### src/common/io_chan_decoder_cfg.svh
// constants for the i/o channel instruction decoder
// How it works
// RULE_01: instructions are two to six bytes long
// RULE_02: first two bytes present; operand select bits 7:5
// RULE_03: operand select decodes register, bit or pointer
// RULE_04: bits 4:3 give extra byte count
// RULE_05: short transfers one byte, long two bytes
// RULE_06: displacements are signed two's complement
// RULE_07: byte immediate one byte, word immediate two
// RULE_08: displacement or data, except test-and-set-lock
// RULE_09: extra bytes follow the offset byte
// RULE_10: mode field picks base, offset, index, autoincrement
// RULE_11: bit 0 of first byte selects width
// RULE_12: second byte bits 7:2 hold the opcode
// RULE_13: second byte bits 1:0 select base register
// RULE_14: offset mode adds unsigned third byte
// RULE_15: index mode adds zero-extended index, 64k range
// RULE_16: autoincrement bumps index after every byte
// RULE_17: base codes map a, b, c, parameter
// RULE_18: mode field sits in first byte bits 2:1
`ifndef IO_CHAN_DECODER_CFG_SVH
`define IO_CHAN_DECODER_CFG_SVH

`define IOD_ADDR_W       20
`define IOD_INDEX_W      16
`define IOD_NBYTES       6
`define IOD_OPSEL_HI     7
`define IOD_OPSEL_LO     5
`define IOD_XCNT_HI      4
`define IOD_XCNT_LO      3
`define IOD_AMODE_HI     2
`define IOD_AMODE_LO     1
`define IOD_WIDTH_BIT    0
`define IOD_OPCODE_HI    7
`define IOD_OPCODE_LO    2
`define IOD_BSEL_HI      1
`define IOD_BSEL_LO      0
`define IOD_LEN_MIN      3'h2
`define IOD_LEN_LONG     3'h6
`define IOD_OFFSET_POS   3'h2
`define IOD_OPC_LOAD_PTR_IMM 6'h02
`define IOD_OPC_MEM_MOVE     6'h24
`define IOD_LOAD_PTR_IMM_B0  5'h11
`define IOD_MEM_MOVE_B0      5'h00
`define IOD_RESET_ADDR   20'h0_0000
`define IOD_RESET_INDEX  16'h0000

`endif

### src/common/io_chan_decoder_pkg.sv
// types shared by the i/o channel instruction decoder
package io_chan_decoder_pkg;

    typedef enum logic [2:0] {
        OPR_POINTER_A        = 3'h0,
        OPR_POINTER_B        = 3'h1,
        OPR_POINTER_C        = 3'h2,
        OPR_BYTE_COUNT       = 3'h3,
        OPR_TASK_POINTER     = 3'h4,
        OPR_INDEX            = 3'h5,
        OPR_CHANNEL_CONTROL  = 3'h6,
        OPR_MASK_COMPARE     = 3'h7
    } operand_reg_t;

    typedef enum logic [1:0] {
        AM_BASE        = 2'h0,
        AM_BASE_OFFSET = 2'h1,
        AM_BASE_INDEX  = 2'h2,
        AM_INDEX_AUTO  = 2'h3
    } addr_mode_t;

    typedef enum logic [1:0] {
        BASE_POINTER_A   = 2'h0,
        BASE_POINTER_B   = 2'h1,
        BASE_POINTER_C   = 2'h2,
        BASE_PARAM_PTR   = 2'h3
    } base_sel_t;

    typedef struct packed {
        logic [5:0][7:0] b;
    } instr_bytes_t;

    typedef struct packed {
        logic [19:0] pointer_a;
        logic [19:0] pointer_b;
        logic [19:0] pointer_c;
        logic [19:0] parameter_pointer;
    } pointer_set_t;

    typedef struct packed {
        operand_reg_t reg_sel;
        logic [2:0]   bit_num;
        logic         ptr_valid;
        logic [1:0]   extra_byte_count_field;
        addr_mode_t   address_mode_field;
        logic         word;
        logic [5:0]   opcode;
        base_sel_t    base_select_field;
        logic         is_test_and_set_lock;
        logic         is_load_pointer_immediate;
        logic         is_mem_move;
    } fields_t;

    typedef struct packed {
        logic [2:0]  length;
        logic        offset_present;
        logic [7:0]  offset;
        logic [2:0]  extra_pos;
        logic [1:0]  extra_count;
        logic [15:0] disp;
        logic [15:0] imm;
    } layout_t;

    typedef enum logic [1:0] {
        ST_IDLE   = 2'b01,
        ST_ACTIVE = 2'b10
    } dec_state_t;

endpackage : io_chan_decoder_pkg

### src/hw/io_chan_decoder.sv
// i/o channel instruction decoder with effective address former
`timescale 1ns/10ps
`include "io_chan_decoder_cfg.svh"

module io_chan_decoder (
    input  wire logic                             i_mclk,
    input  wire logic                             i_sys_rst,
    input  wire logic                             i_ce,
    input  wire logic                             i_decode_valid,
    input  wire io_chan_decoder_pkg::instr_bytes_t i_instr,
    input  wire io_chan_decoder_pkg::pointer_set_t i_pointers,
    input  wire logic [15:0]                      i_index_register,
    input  wire logic                             i_byte_done,
    input  wire logic                             i_release,
    output logic                                  o_decode_valid,
    output io_chan_decoder_pkg::fields_t          o_fields,
    output io_chan_decoder_pkg::layout_t          o_layout,
    output logic [19:0]                           o_eff_addr,
    output logic [15:0]                           o_index_value,
    output logic                                  o_index_wr,
    output logic                                  o_busy
);
    import io_chan_decoder_pkg::*;

    // first two bytes, always present
    logic [7:0]   b0;
    logic [7:0]   b1;
    fields_t      fields_d;
    layout_t      layout_d;
    logic [2:0]   pos;
    logic [1:0]   xcnt;
    logic [7:0]   x_lo;
    logic [7:0]   x_hi;
    logic [19:0]  base_d;
    logic [19:0]  ea_d;
    logic         is_tsl;
    logic         is_load_pointer_immediate_instruction;
    logic         is_mm;

    dec_state_t   state_q;
    dec_state_t   state_d;
    fields_t      fields_q;
    layout_t      layout_q;
    logic [19:0]  base_q;
    logic [15:0]  index_q;
    logic [19:0]  ea_q;
    logic         valid_q;
    logic         index_wr_q;
    logic         busy_q;

    assign b0 = i_instr.b[0]; // RULE_02
    assign b1 = i_instr.b[1]; // RULE_02

    // field split of the first two bytes
    always_comb begin
        fields_d = '0;
        fields_d.reg_sel = operand_reg_t'(b0[`IOD_OPSEL_HI:`IOD_OPSEL_LO]); // RULE_02 RULE_03
        fields_d.bit_num = b0[`IOD_OPSEL_HI:`IOD_OPSEL_LO]; // RULE_03
        // only a, b, c and task pointer can name a pointer
        case (b0[`IOD_OPSEL_HI:`IOD_OPSEL_LO])
            3'h0, 3'h1, 3'h2, 3'h4: begin
                fields_d.ptr_valid = 1'b1; // RULE_03
            end
            default: begin
                fields_d.ptr_valid = 1'b0; // RULE_03
            end
        endcase
        fields_d.extra_byte_count_field = b0[`IOD_XCNT_HI:`IOD_XCNT_LO]; // RULE_04
        fields_d.address_mode_field = addr_mode_t'(b0[`IOD_AMODE_HI:`IOD_AMODE_LO]); // RULE_18 RULE_10
        fields_d.word = b0[`IOD_WIDTH_BIT]; // RULE_11
        fields_d.opcode = b1[`IOD_OPCODE_HI:`IOD_OPCODE_LO]; // RULE_12
        fields_d.base_select_field = base_sel_t'(b1[`IOD_BSEL_HI:`IOD_BSEL_LO]); // RULE_13 RULE_17
        fields_d.is_test_and_set_lock = is_tsl;
        fields_d.is_load_pointer_immediate = is_load_pointer_immediate_instruction;
        fields_d.is_mem_move = is_mm;
    end

    // special forms; tsl recognised from the first byte alone, the two long forms from both bytes
    assign is_tsl = (b0[`IOD_XCNT_HI:`IOD_XCNT_LO] == 2'h3); // RULE_04
    assign is_load_pointer_immediate_instruction = (b1[`IOD_OPCODE_HI:`IOD_OPCODE_LO] == `IOD_OPC_LOAD_PTR_IMM)
                  && (b0[4:0] == `IOD_LOAD_PTR_IMM_B0); // RULE_01
    assign is_mm = (b1[`IOD_OPCODE_HI:`IOD_OPCODE_LO] == `IOD_OPC_MEM_MOVE)
                && (b0[7:3] == `IOD_MEM_MOVE_B0); // RULE_01

    // tsl carries one displacement and one data byte
    always_comb begin
        case (b0[`IOD_XCNT_HI:`IOD_XCNT_LO])
            2'h0: begin
                xcnt = 2'h0; // RULE_04
            end
            2'h1: begin
                xcnt = 2'h1; // RULE_04
            end
            default: begin
                xcnt = 2'h2; // RULE_04 RULE_08
            end
        endcase
    end

    // trailing bytes sit behind the offset byte when there is one
    assign pos = (b0[`IOD_AMODE_HI:`IOD_AMODE_LO] == 2'h1)
               ? (`IOD_OFFSET_POS + 3'h1) : `IOD_OFFSET_POS; // RULE_09

    // positions 3 and 4 are the farthest extra bytes can reach
    always_comb begin
        x_lo = 8'h00;
        x_hi = 8'h00;
        case (pos)
            3'h2: begin
                x_lo = i_instr.b[2];
                x_hi = i_instr.b[3];
            end
            3'h3: begin
                x_lo = i_instr.b[3];
                x_hi = i_instr.b[4];
            end
            default: begin
                x_lo = 8'h00;
                x_hi = 8'h00;
            end
        endcase
    end

    // length and extra byte layout
    always_comb begin
        layout_d = '0;
        layout_d.offset_present = (b0[`IOD_AMODE_HI:`IOD_AMODE_LO] == 2'h1); // RULE_14
        layout_d.offset = layout_d.offset_present ? i_instr.b[2] : 8'h00; // RULE_14
        layout_d.extra_pos = pos; // RULE_09
        layout_d.extra_count = xcnt; // RULE_04
        if (is_load_pointer_immediate_instruction || is_mm) begin
            layout_d.length = `IOD_LEN_LONG; // RULE_01
            layout_d.extra_count = 2'h0;
            layout_d.extra_pos = `IOD_OFFSET_POS;
        end else begin
            layout_d.length = pos + {1'b0, xcnt}; // RULE_01
        end
        // one byte or a little-endian word; both views offered
        if (is_tsl) begin
            layout_d.imm = {8'h00, x_lo}; // RULE_08
            layout_d.disp = {{8{x_hi[7]}}, x_hi}; // RULE_08 RULE_06
        end else if (xcnt == 2'h1) begin
            layout_d.imm = {8'h00, x_lo}; // RULE_07
            layout_d.disp = {{8{x_lo[7]}}, x_lo}; // RULE_05 RULE_06
        end else if (xcnt == 2'h2) begin
            layout_d.imm = {x_hi, x_lo}; // RULE_07
            layout_d.disp = {x_hi, x_lo}; // RULE_05 RULE_06
        end else begin
            layout_d.imm = 16'h0000;
            layout_d.disp = 16'h0000;
        end
        if (is_load_pointer_immediate_instruction || is_mm) begin
            layout_d.imm = 16'h0000;
            layout_d.disp = 16'h0000;
        end
    end

    // base register choice
    always_comb begin
        case (b1[`IOD_BSEL_HI:`IOD_BSEL_LO])
            2'h0: begin
                base_d = i_pointers.pointer_a; // RULE_17
            end
            2'h1: begin
                base_d = i_pointers.pointer_b; // RULE_17
            end
            2'h2: begin
                base_d = i_pointers.pointer_c; // RULE_17
            end
            default: begin
                base_d = i_pointers.parameter_pointer; // RULE_17
            end
        endcase
    end

    // effective address from the held base, mode and index copy
    always_comb begin
        case (fields_q.address_mode_field)
            AM_BASE: begin
                ea_d = base_q; // RULE_10
            end
            AM_BASE_OFFSET: begin
                ea_d = base_q + {12'h000, layout_q.offset}; // RULE_14
            end
            default: begin
                // index is never sign-extended, so the window spans 64k
                ea_d = base_q + {4'h0, index_q}; // RULE_15 RULE_16
            end
        endcase
    end

    // decode control
    always_comb begin
        state_d = state_q;
        case (state_q)
            ST_IDLE: begin
                if (i_decode_valid) begin
                    state_d = ST_ACTIVE;
                end
            end
            ST_ACTIVE: begin
                if (i_release) begin
                    state_d = ST_IDLE;
                end
                if (i_decode_valid) begin
                    state_d = ST_ACTIVE;
                end
            end
            default: begin
                state_d = ST_IDLE;
            end
        endcase
    end

    always_ff @(posedge i_mclk or posedge i_sys_rst) begin
        if (i_sys_rst) begin
            state_q <= ST_IDLE;
        end else if (i_ce) begin
            state_q <= state_d;
        end
    end

    // busy kept in its own flop so the port has no decode gate
    always_ff @(posedge i_mclk or posedge i_sys_rst) begin
        if (i_sys_rst) begin
            busy_q <= 1'b0;
        end else if (i_ce) begin
            busy_q <= (state_d == ST_ACTIVE);
        end
    end

    // capture of a new instruction
    always_ff @(posedge i_mclk or posedge i_sys_rst) begin
        if (i_sys_rst) begin
            fields_q <= '0;
            layout_q <= '0;
            base_q   <= `IOD_RESET_ADDR;
        end else if (i_ce && i_decode_valid) begin
            fields_q <= fields_d;
            layout_q <= layout_d;
            base_q   <= base_d; // RULE_13
        end
    end

    always_ff @(posedge i_mclk or posedge i_sys_rst) begin
        if (i_sys_rst) begin
            valid_q <= 1'b0;
        end else if (i_ce) begin
            valid_q <= i_decode_valid;
        end
    end

    // index copy; a new decode wins over a pending byte access
    always_ff @(posedge i_mclk or posedge i_sys_rst) begin
        if (i_sys_rst) begin
            index_q    <= `IOD_RESET_INDEX;
            index_wr_q <= 1'b0;
        end else if (i_ce) begin
            index_wr_q <= 1'b0;
            if (i_decode_valid) begin
                index_q <= i_index_register;
            end else if (i_byte_done && (state_q == ST_ACTIVE)
                         && (fields_q.address_mode_field == AM_INDEX_AUTO)) begin
                index_q    <= index_q + 16'h0001; // RULE_16
                index_wr_q <= 1'b1; // RULE_16
            end
        end
    end

    // registered address so the port comes from a flop
    always_ff @(posedge i_mclk or posedge i_sys_rst) begin
        if (i_sys_rst) begin
            ea_q <= `IOD_RESET_ADDR;
        end else if (i_ce) begin
            ea_q <= ea_d; // RULE_15
        end
    end

    assign o_decode_valid = valid_q;
    assign o_fields       = fields_q;
    assign o_layout       = layout_q;
    assign o_eff_addr     = ea_q;
    assign o_index_value  = index_q;
    assign o_index_wr     = index_wr_q;
    assign o_busy         = busy_q;

endmodule : io_chan_decoder

### config.mk
export PLATFORM = sky130hd
export DESIGN_NAME = io_chan_decoder
export DESIGN_NICKNAME = d
export VERILOG_FILES = /design/src/common/io_chan_decoder_pkg.sv /design/src/hw/io_chan_decoder.sv
export VERILOG_INCLUDE_DIRS = /design/src /design/src/common
export SDC_FILE = /design/constraint.sdc
export NUM_CORES = 1
export LEC_CHECK = 0
export BUFFER_PORTS_ARGS = -buffer_cell sky130_fd_sc_hd__buf_4
export CAP_MARGIN = 30
export CORE_AREA = 10 10 131 133
export CTS_CLUSTER_DIAMETER = 200
export DETAILED_ROUTE_END_ITERATION = 12
export DIE_AREA = 0 0 141 143
export GPL_TIMING_DRIVEN = 0
export PLACE_DENSITY = 0.8
export SYNTH_ARGS = -nofsm -noshare
export SYNTH_HDL_FRONTEND = slang
export SYNTH_SLANG_ARGS = --single-unit
### constraint.sdc
create_clock -name i_mclk -period 5.3 [get_ports i_mclk]
set_clock_uncertainty 0.1 [all_clocks]
set_input_delay 0.265 -clock i_mclk [delete_from_list [all_inputs] [get_ports i_mclk]]
set_output_delay 0.265 -clock i_mclk [all_outputs]
set_load 0.02 [all_outputs]
Word-level counts from Yosys, hierarchy flattened:

Index checks and enable logic that the tools add are counted.

* memory bits (writable): 0
* flip-flop bits (word level): 130
* memory bits (read-only): 0
* latch bits: 0
* memories: 0
* input bits: 150
* output and inout bits: 111
* logic and storage cells: 84

* divide/modulo/power cells: 0
* $lt $le $gt $ge: 0
* multiply operators: 0
* shifts and indexed selects: 0
* add/subtract/negate cells: 4
* mux-type cells: 22
* equal/unequal tests: 20
* reductions and logical operators: 14
* bitwise operators: 0

Operators by type and width (number)
* 2-to-1 mux 32 bit: 4
* one-hot mux 20 bit (3 select lines): 1
* one-hot mux 20 bit (2 select lines): 1
* 2-to-1 mux 16 bit: 2
* one-hot mux 8 bit (2 select lines): 2
* adder 20 x 16 -> 20 bit: 1
* adder 20 x 8 -> 20 bit: 1
* adder 16 x 1 -> 16 bit (second input constant): 1
* == test 2 bit (second input constant): 8
* == test 2 x 1 -> 1 bit (second input constant): 6
* 2-to-1 mux 8 bit: 1
* one-hot mux 2 bit (2 select lines): 2
* == test 6 x 2 -> 1 bit (second input constant): 1
* == test 6 bit (second input constant): 1
* logical NOT 2 bit: 3
* 2-to-1 mux 2 bit: 3
* 2-to-1 mux 3 bit: 2
* == test 5 bit (second input constant): 1
* logical AND 1 bit: 5
* logical NOT 5 bit: 1
* 2-to-1 mux 1 bit: 4
* OR reduction 4 bit: 1
* adder 2 x 2 -> 3 bit: 1
* == test 3 x 1 -> 1 bit (second input constant): 1
* other kinds (6): 6

Longest topological paths before layout:

* depth in word-level cells: 8
* mapped depth: 12
* depth with buffers taken out: 10

Least setup slack after synthesis:

Ideal clock, no wire load.

* path type: reg-to-reg
* start point: register fields_q (netlist bit o_fields[13])
* end point: register ea_q[12] (netlist: o_eff_addr[12])
* arrival time: 3.363 ns
* setup slack: 1.694 ns
* clock period less this slack: 3.606 ns
* required time: 5.058 ns
* buffers on the path: 2
* stages on the path, launching flop included: 13
* setup time: 0.142 ns
* path through: dfrtp_1 -> nand2b_1 -> clkbuf_1 -> clkbuf_1 -> mux2_2 -> ha_1 -> fa_1 -> a21o_1 -> a221o_2 -> a311oi_4 -> o21ai_0 -> xnor2_1 -> o221ai_1

* longest elaborated chain between the ends: 2
* elaborated cells on any way between the ends: 3
* those cells by class: 1 x eq/ne; 1 x mux; 1 x reduce/logical

Ends and longest elaborated chain
* start, declared: line io_chan_decoder.sv:42 `fields_t fields_q;`
* start signal, assigned: line io_chan_decoder.sv:239 `fields_q <= fields_d;`
* == test 2 x 1 -> 1 bit or logical NOT 2 bit (tied branches): line io_chan_decoder.sv:178 `case (fields_q.address_mode_field)`
* one-hot mux 20 bit (2 select lines) (*): line io_chan_decoder.sv:178
* end signal, assigned: line io_chan_decoder.sv:273 `` ea_q <= `IOD_RESET_ADDR; ``
* end, declared: line io_chan_decoder.sv:46 `logic [19:0] ea_q;`

Every way passes the cells marked *; elsewhere a longest branch is shown, timed or not.
A chain may end at the register's enable or synchronous reset.

Final worst setup path:

Same ends and word-level chain as after synthesis.

==> results list <==
- Pint: around 0.0026 W
* Slew at the pin with the worst max-slew slack: roughly 820 ps
- Hold depth: 2
- Setup repair bufs after CTS: 0
* Combinational group share of total power: a little under two fifths
* Dominant register cell in the synthesized netlist: sky130_fd_sc_hd__dfrtp_1
- Row count: 44
* Layout overhead on the synthesized area: 39.4%
- For this run, the slowest stage of the critical path takes slightly below 500 ps.
- Result of the run: finished, final reports clean
- After layout, the worst path uses 77.3% of the clock period.
- The finished cells cover 10200 sq um.
- Clock root buffer: sky130_fd_sc_hd__clkbuf_16
- Among the stages of the critical path, the cell type that occurs most often is sky130_fd_sc_hd__clkbuf_1.
* Most frequent cells in the layout: sky130_fd_sc_hd__buf_4 (254), sky130_fd_sc_hd__dfrtp_1 (128), sky130_fd_sc_hd__nand2_1 (73)
* DR vias/cell: between 5 and 6
* Nature of the critical path endpoint: flip-flop
* Number of DRC markers in iteration 0: 594
- At the worst endpoint, the required time is about 5500 ps.
- Buffer levels on the longest clock path: 2
- Max Freq: roughly 240 MHz
- Die Span X: roughly 140 microns
- Max-cap violations in this run came to 0.
* Async set-reset flop share out of synthesis: 100%
- Count of TritonRoute iterations in the first routing pass: 5
* DRC errors left: 0
- Top routing layer used: met4
- Detailed-route wire length: roughly 26000 microns
- Number of global-route vias before repair: roughly 7300
- The number of antenna violations at the first check in global routing was 0.
* Mapped Area: ~7300 sq um
- Remaining global-route overflow: 0
* Detailed-route via count: slightly above 7000
- The die covers 20200 sq um.
- Global routing usage summed across all routing layers: approximately 26%
* Switching part of the total power: 36.4%
- Number of failing hold endpoints at the final stage: 0
* Post-layout nets: around 1200
* Arrival time reported for the critical path endpoint: 4270 ps
* Worst IR Drop VDD: approximately 0.29 mV
- Summed over all nets, the switching power comes to roughly 0.0015 W.
- Dividing the detail-routed wire length by the instance count gives around 22 microns.
- Sequence of cells on the critical path: nand2b_1 -> clkbuf_1 -> clkbuf_1 -> mux2_2 -> ha_1 -> fa_1 -> a21o_1 -> a221o_2 -> a311oi_4 -> o21ai_0 -> xnor2_1 -> o221ai_1
* CP startpoint kind: flip-flop
* Synthesized area per cell: just over 10 sq um
* Startpoint-to-endpoint class of the critical path: flip-flop to flip-flop
- Unrepaired setup endpoints after global routing: no
* Number of buffers inserted during clock tree synthesis: 17
- By area the synthesized netlist is led by sky130_fd_sc_hd__dfrtp_1 (44%), sky130_fd_sc_hd__mux2_2 (6.8%), sky130_fd_sc_hd__mux4_2 (6.2%).
- CP max stage cell: sky130_fd_sc_hd__dfrtp_1
- Pin count of the biggest net entering global routing: 74
- Peak fanout along the critical path: 10
- For this block, wires on met1 add up to ~10000 microns.
- Setup violations remaining at the end of the flow were counted as 0.
- WL met2: between 10000 and 15000 microns
- The synthesized netlist contains 64 unique library cells.
* Cell count after synthesis: approximately 700
- The core region is roughly 14000 sq um.
- Later-pin clock latency in the skew report: roughly 430 ps
- Antenna Nets Post-Route: 0
* Ratio of cells with drive above 1 in the final layout: a little over a third
- Top-level port count: roughly 260
- Number of clock sinks: approximately 130
- Most frequent standard cell in the layout excluding fill and tap cells: sky130_fd_sc_hd__buf_4
* Number of flip-flops and latches in the synthesized netlist: about 130
- Post-synth top area cell: sky130_fd_sc_hd__dfrtp_1
- For this design the ratio of total power to cell area is around 400 nW/um^2.
- For the worst flop-to-flop path, the logic depth is 12.
- The H-tree generated during clock tree synthesis spans 4 levels.
* First-pass GRT wire length: slightly above 40000 microns
- The number of nets handed over by synthesis was a little under 900.
- After clock tree synthesis, the flow added hold-fix buffers numbering 16.
* Effective utilization at floorplan: between 50% and 60%
- Fraction of the yosys area taken by sequential cells: ~44%
- The count of buffers added on input and output ports is about 250.
- The synthesized design contains 0 enable-type register cells.
* Tightest slew margin relative to the limit: between 40% and 50%
* Power share of the clock group: 28.8%
- The analysis attributes to cell leakage a power of 4.78 nW.
- Of the total power, registers draw 33.6%.
- At the end of routability-driven placement, the weighted congestion stood at about 0.89.
- Detailed routing placed a total of roughly 2500 microns of wire on met3.
- The min-delay analysis places its worst path in the category primary input to flip-flop.
- Summing all placed instances gives a cell area of approximately 9400 sq um.
- Post-cts sizing count: 0
- Antenna cell count: 0
- Counting I/O delays and the setup requirement, the final critical path takes about 4100 ps.
- Half-perimeter wire length after detailed placement: a little over 20000 microns
- Y dimension of the die: approximately 140 microns
* Clock tree from TritonCTS: built
- Fraction of synthesized cell area taken by the top area cell type: a little over two fifths
* Yosys warns: 0
- After clock tree synthesis, the clock-pin slew on the worst setup and hold paths is 60 ps.
* Count of pins over their slew limit: 0
- Setup total negative slack on the finished layout was measured at 0 ps.
==> logic make-up after synthesis <==
kind of cell / after synthesis / share of synthesized area (%)
compound gates: 208 / 19.0
xor+xnor: 11 / 1.32
fa+ha+maj: 21 / 3.67
buf+inv: 70 / 3.90
flops: 129 / 44.3
mux: 81 / 15.3
other cells: 1 / 0.0514
simple gates: 191 / 12.5
==> synth_stat cells, types with 5 or more instances <==
master and n:
sky130_fd_sc_hd__o21a_1 5, sky130_fd_sc_hd__nand4_1 8, sky130_fd_sc_hd__nand2b_1 8, sky130_fd_sc_hd__nor2b_1 7, sky130_fd_sc_hd__a31oi_1 13, sky130_fd_sc_hd__inv_1 21
sky130_fd_sc_hd__nand2_1 73, sky130_fd_sc_hd__nor3_1 7, sky130_fd_sc_hd__nand3_1 18, sky130_fd_sc_hd__buf_4 5, sky130_fd_sc_hd__nor2_1 39, sky130_fd_sc_hd__and2_1 11
sky130_fd_sc_hd__a22o_1 28, sky130_fd_sc_hd__xnor2_1 8, sky130_fd_sc_hd__buf_1 6, sky130_fd_sc_hd__mux4_2 20, sky130_fd_sc_hd__o21ai_0 58, sky130_fd_sc_hd__ha_1 19
sky130_fd_sc_hd__dfrtp_1 128, sky130_fd_sc_hd__a22oi_1 5, sky130_fd_sc_hd__mux2i_1 17, sky130_fd_sc_hd__mux2_2 44, sky130_fd_sc_hd__a21o_1 12, sky130_fd_sc_hd__a21oi_1 47
sky130_fd_sc_hd__clkbuf_1 36
==> per-stage QoR <==
step | worst slack (ps) | hold WS (ps) | instances | total power (W) | utilization, %
after floorplan | 1500 | 298 | 712 | 0.00225 | -
after global placement | 18.8 | 351 | 1145 | 0.00282 | 65.1
after detailed placement | 1300 | 263 | 1146 | 0.00286 | 65.3
after CTS | 1260 | 0.655 | 1194 | 0.00403 | 70.4
after global routing | 981 | 2.72 | 1194 | 0.00424 | 70.4
final | 1200 | 0.00699 | 1194 | 0.00404 | 70.4
==> area by class of cell <==
| cell class | count | area (sq um) |
|---|---|---|
| Inverter | 21 | 83.8 |
| Clock inverter | 11 | 128 |
| Clock buffer | 21 | 450 |
| Fill cell | 1113 | 4260 |
| Sequential cell | 129 | 3230 |
| Buffer | 49 | 205 |
| Tap cell | 184 | 230 |
| Timing Repair Buffer | 266 | 2060 |
| Multi-Input combinational cell | 513 | 3780 |
==> per-layer routing <==
metal,up-vias,track usage (%)
met5,-,0
met4,0,8.42
met3,53,8.19
met2,368,42.6
met1,3443,30.8
li1,3196,-
==> registers in the layout (all words and copies together), names as in the netlist <==
signal,cells
base_q,20
o_decode_valid,1
o_index_value,16
o_fields,20
o_eff_addr,20
state_q,2
o_index_wr,1
o_busy,1
o_layout,48
==> worst paths after layout <==
check,slack [ps],endpoint,from
worst max-delay path,1200,o_eff_addr[12]$_DFFE_PP0P_,o_fields[13]$_DFFE_PP0P_
worst min-delay path,0.007,o_fields[5]$_DFFE_PP0P_,i_instr[10]
worst max register to register,1200,o_eff_addr[12]$_DFFE_PP0P_,o_fields[13]$_DFFE_PP0P_
worst min register to register,380,o_fields[15]$_DFFE_PP0P_,o_fields[15]$_DFFE_PP0P_
max in group asynchronous,3980,o_layout[2]$_DFFE_PP0P_,i_sys_rst
min in group asynchronous,370,o_eff_addr[17]$_DFFE_PP0P_,i_sys_rst
==> critical path, delay by kind of cell (launching register included) <==
kind / cells / cell delay, ps
AOI/OAI and AO/OA: 5 / 1370
buffers and inverters: 2 / 660
adders and majority gates: 2 / 610
DFF: 1 / 490
muxes: 1 / 390
xor gates and xnor gates: 1 / 170
and+or+nand+nor: 1 / 150
==> power by group through the flow <==
stage / Combinational (W) / Sequential (W) / Clock (W)
2_1_floorplan: 0.000744 / 0.00151 / 0
3_3_place_gp: 0.00146 / 0.00136 / 0
3_5_place_dp: 0.00149 / 0.00137 / 0
4_1_cts: 0.00151 / 0.00135 / 0.00117
5_1_grt: 0.00164 / 0.00138 / 0.00122
6_report: 0.00152 / 0.00136 / 0.00116
Power figures use the tool's default switching activity.
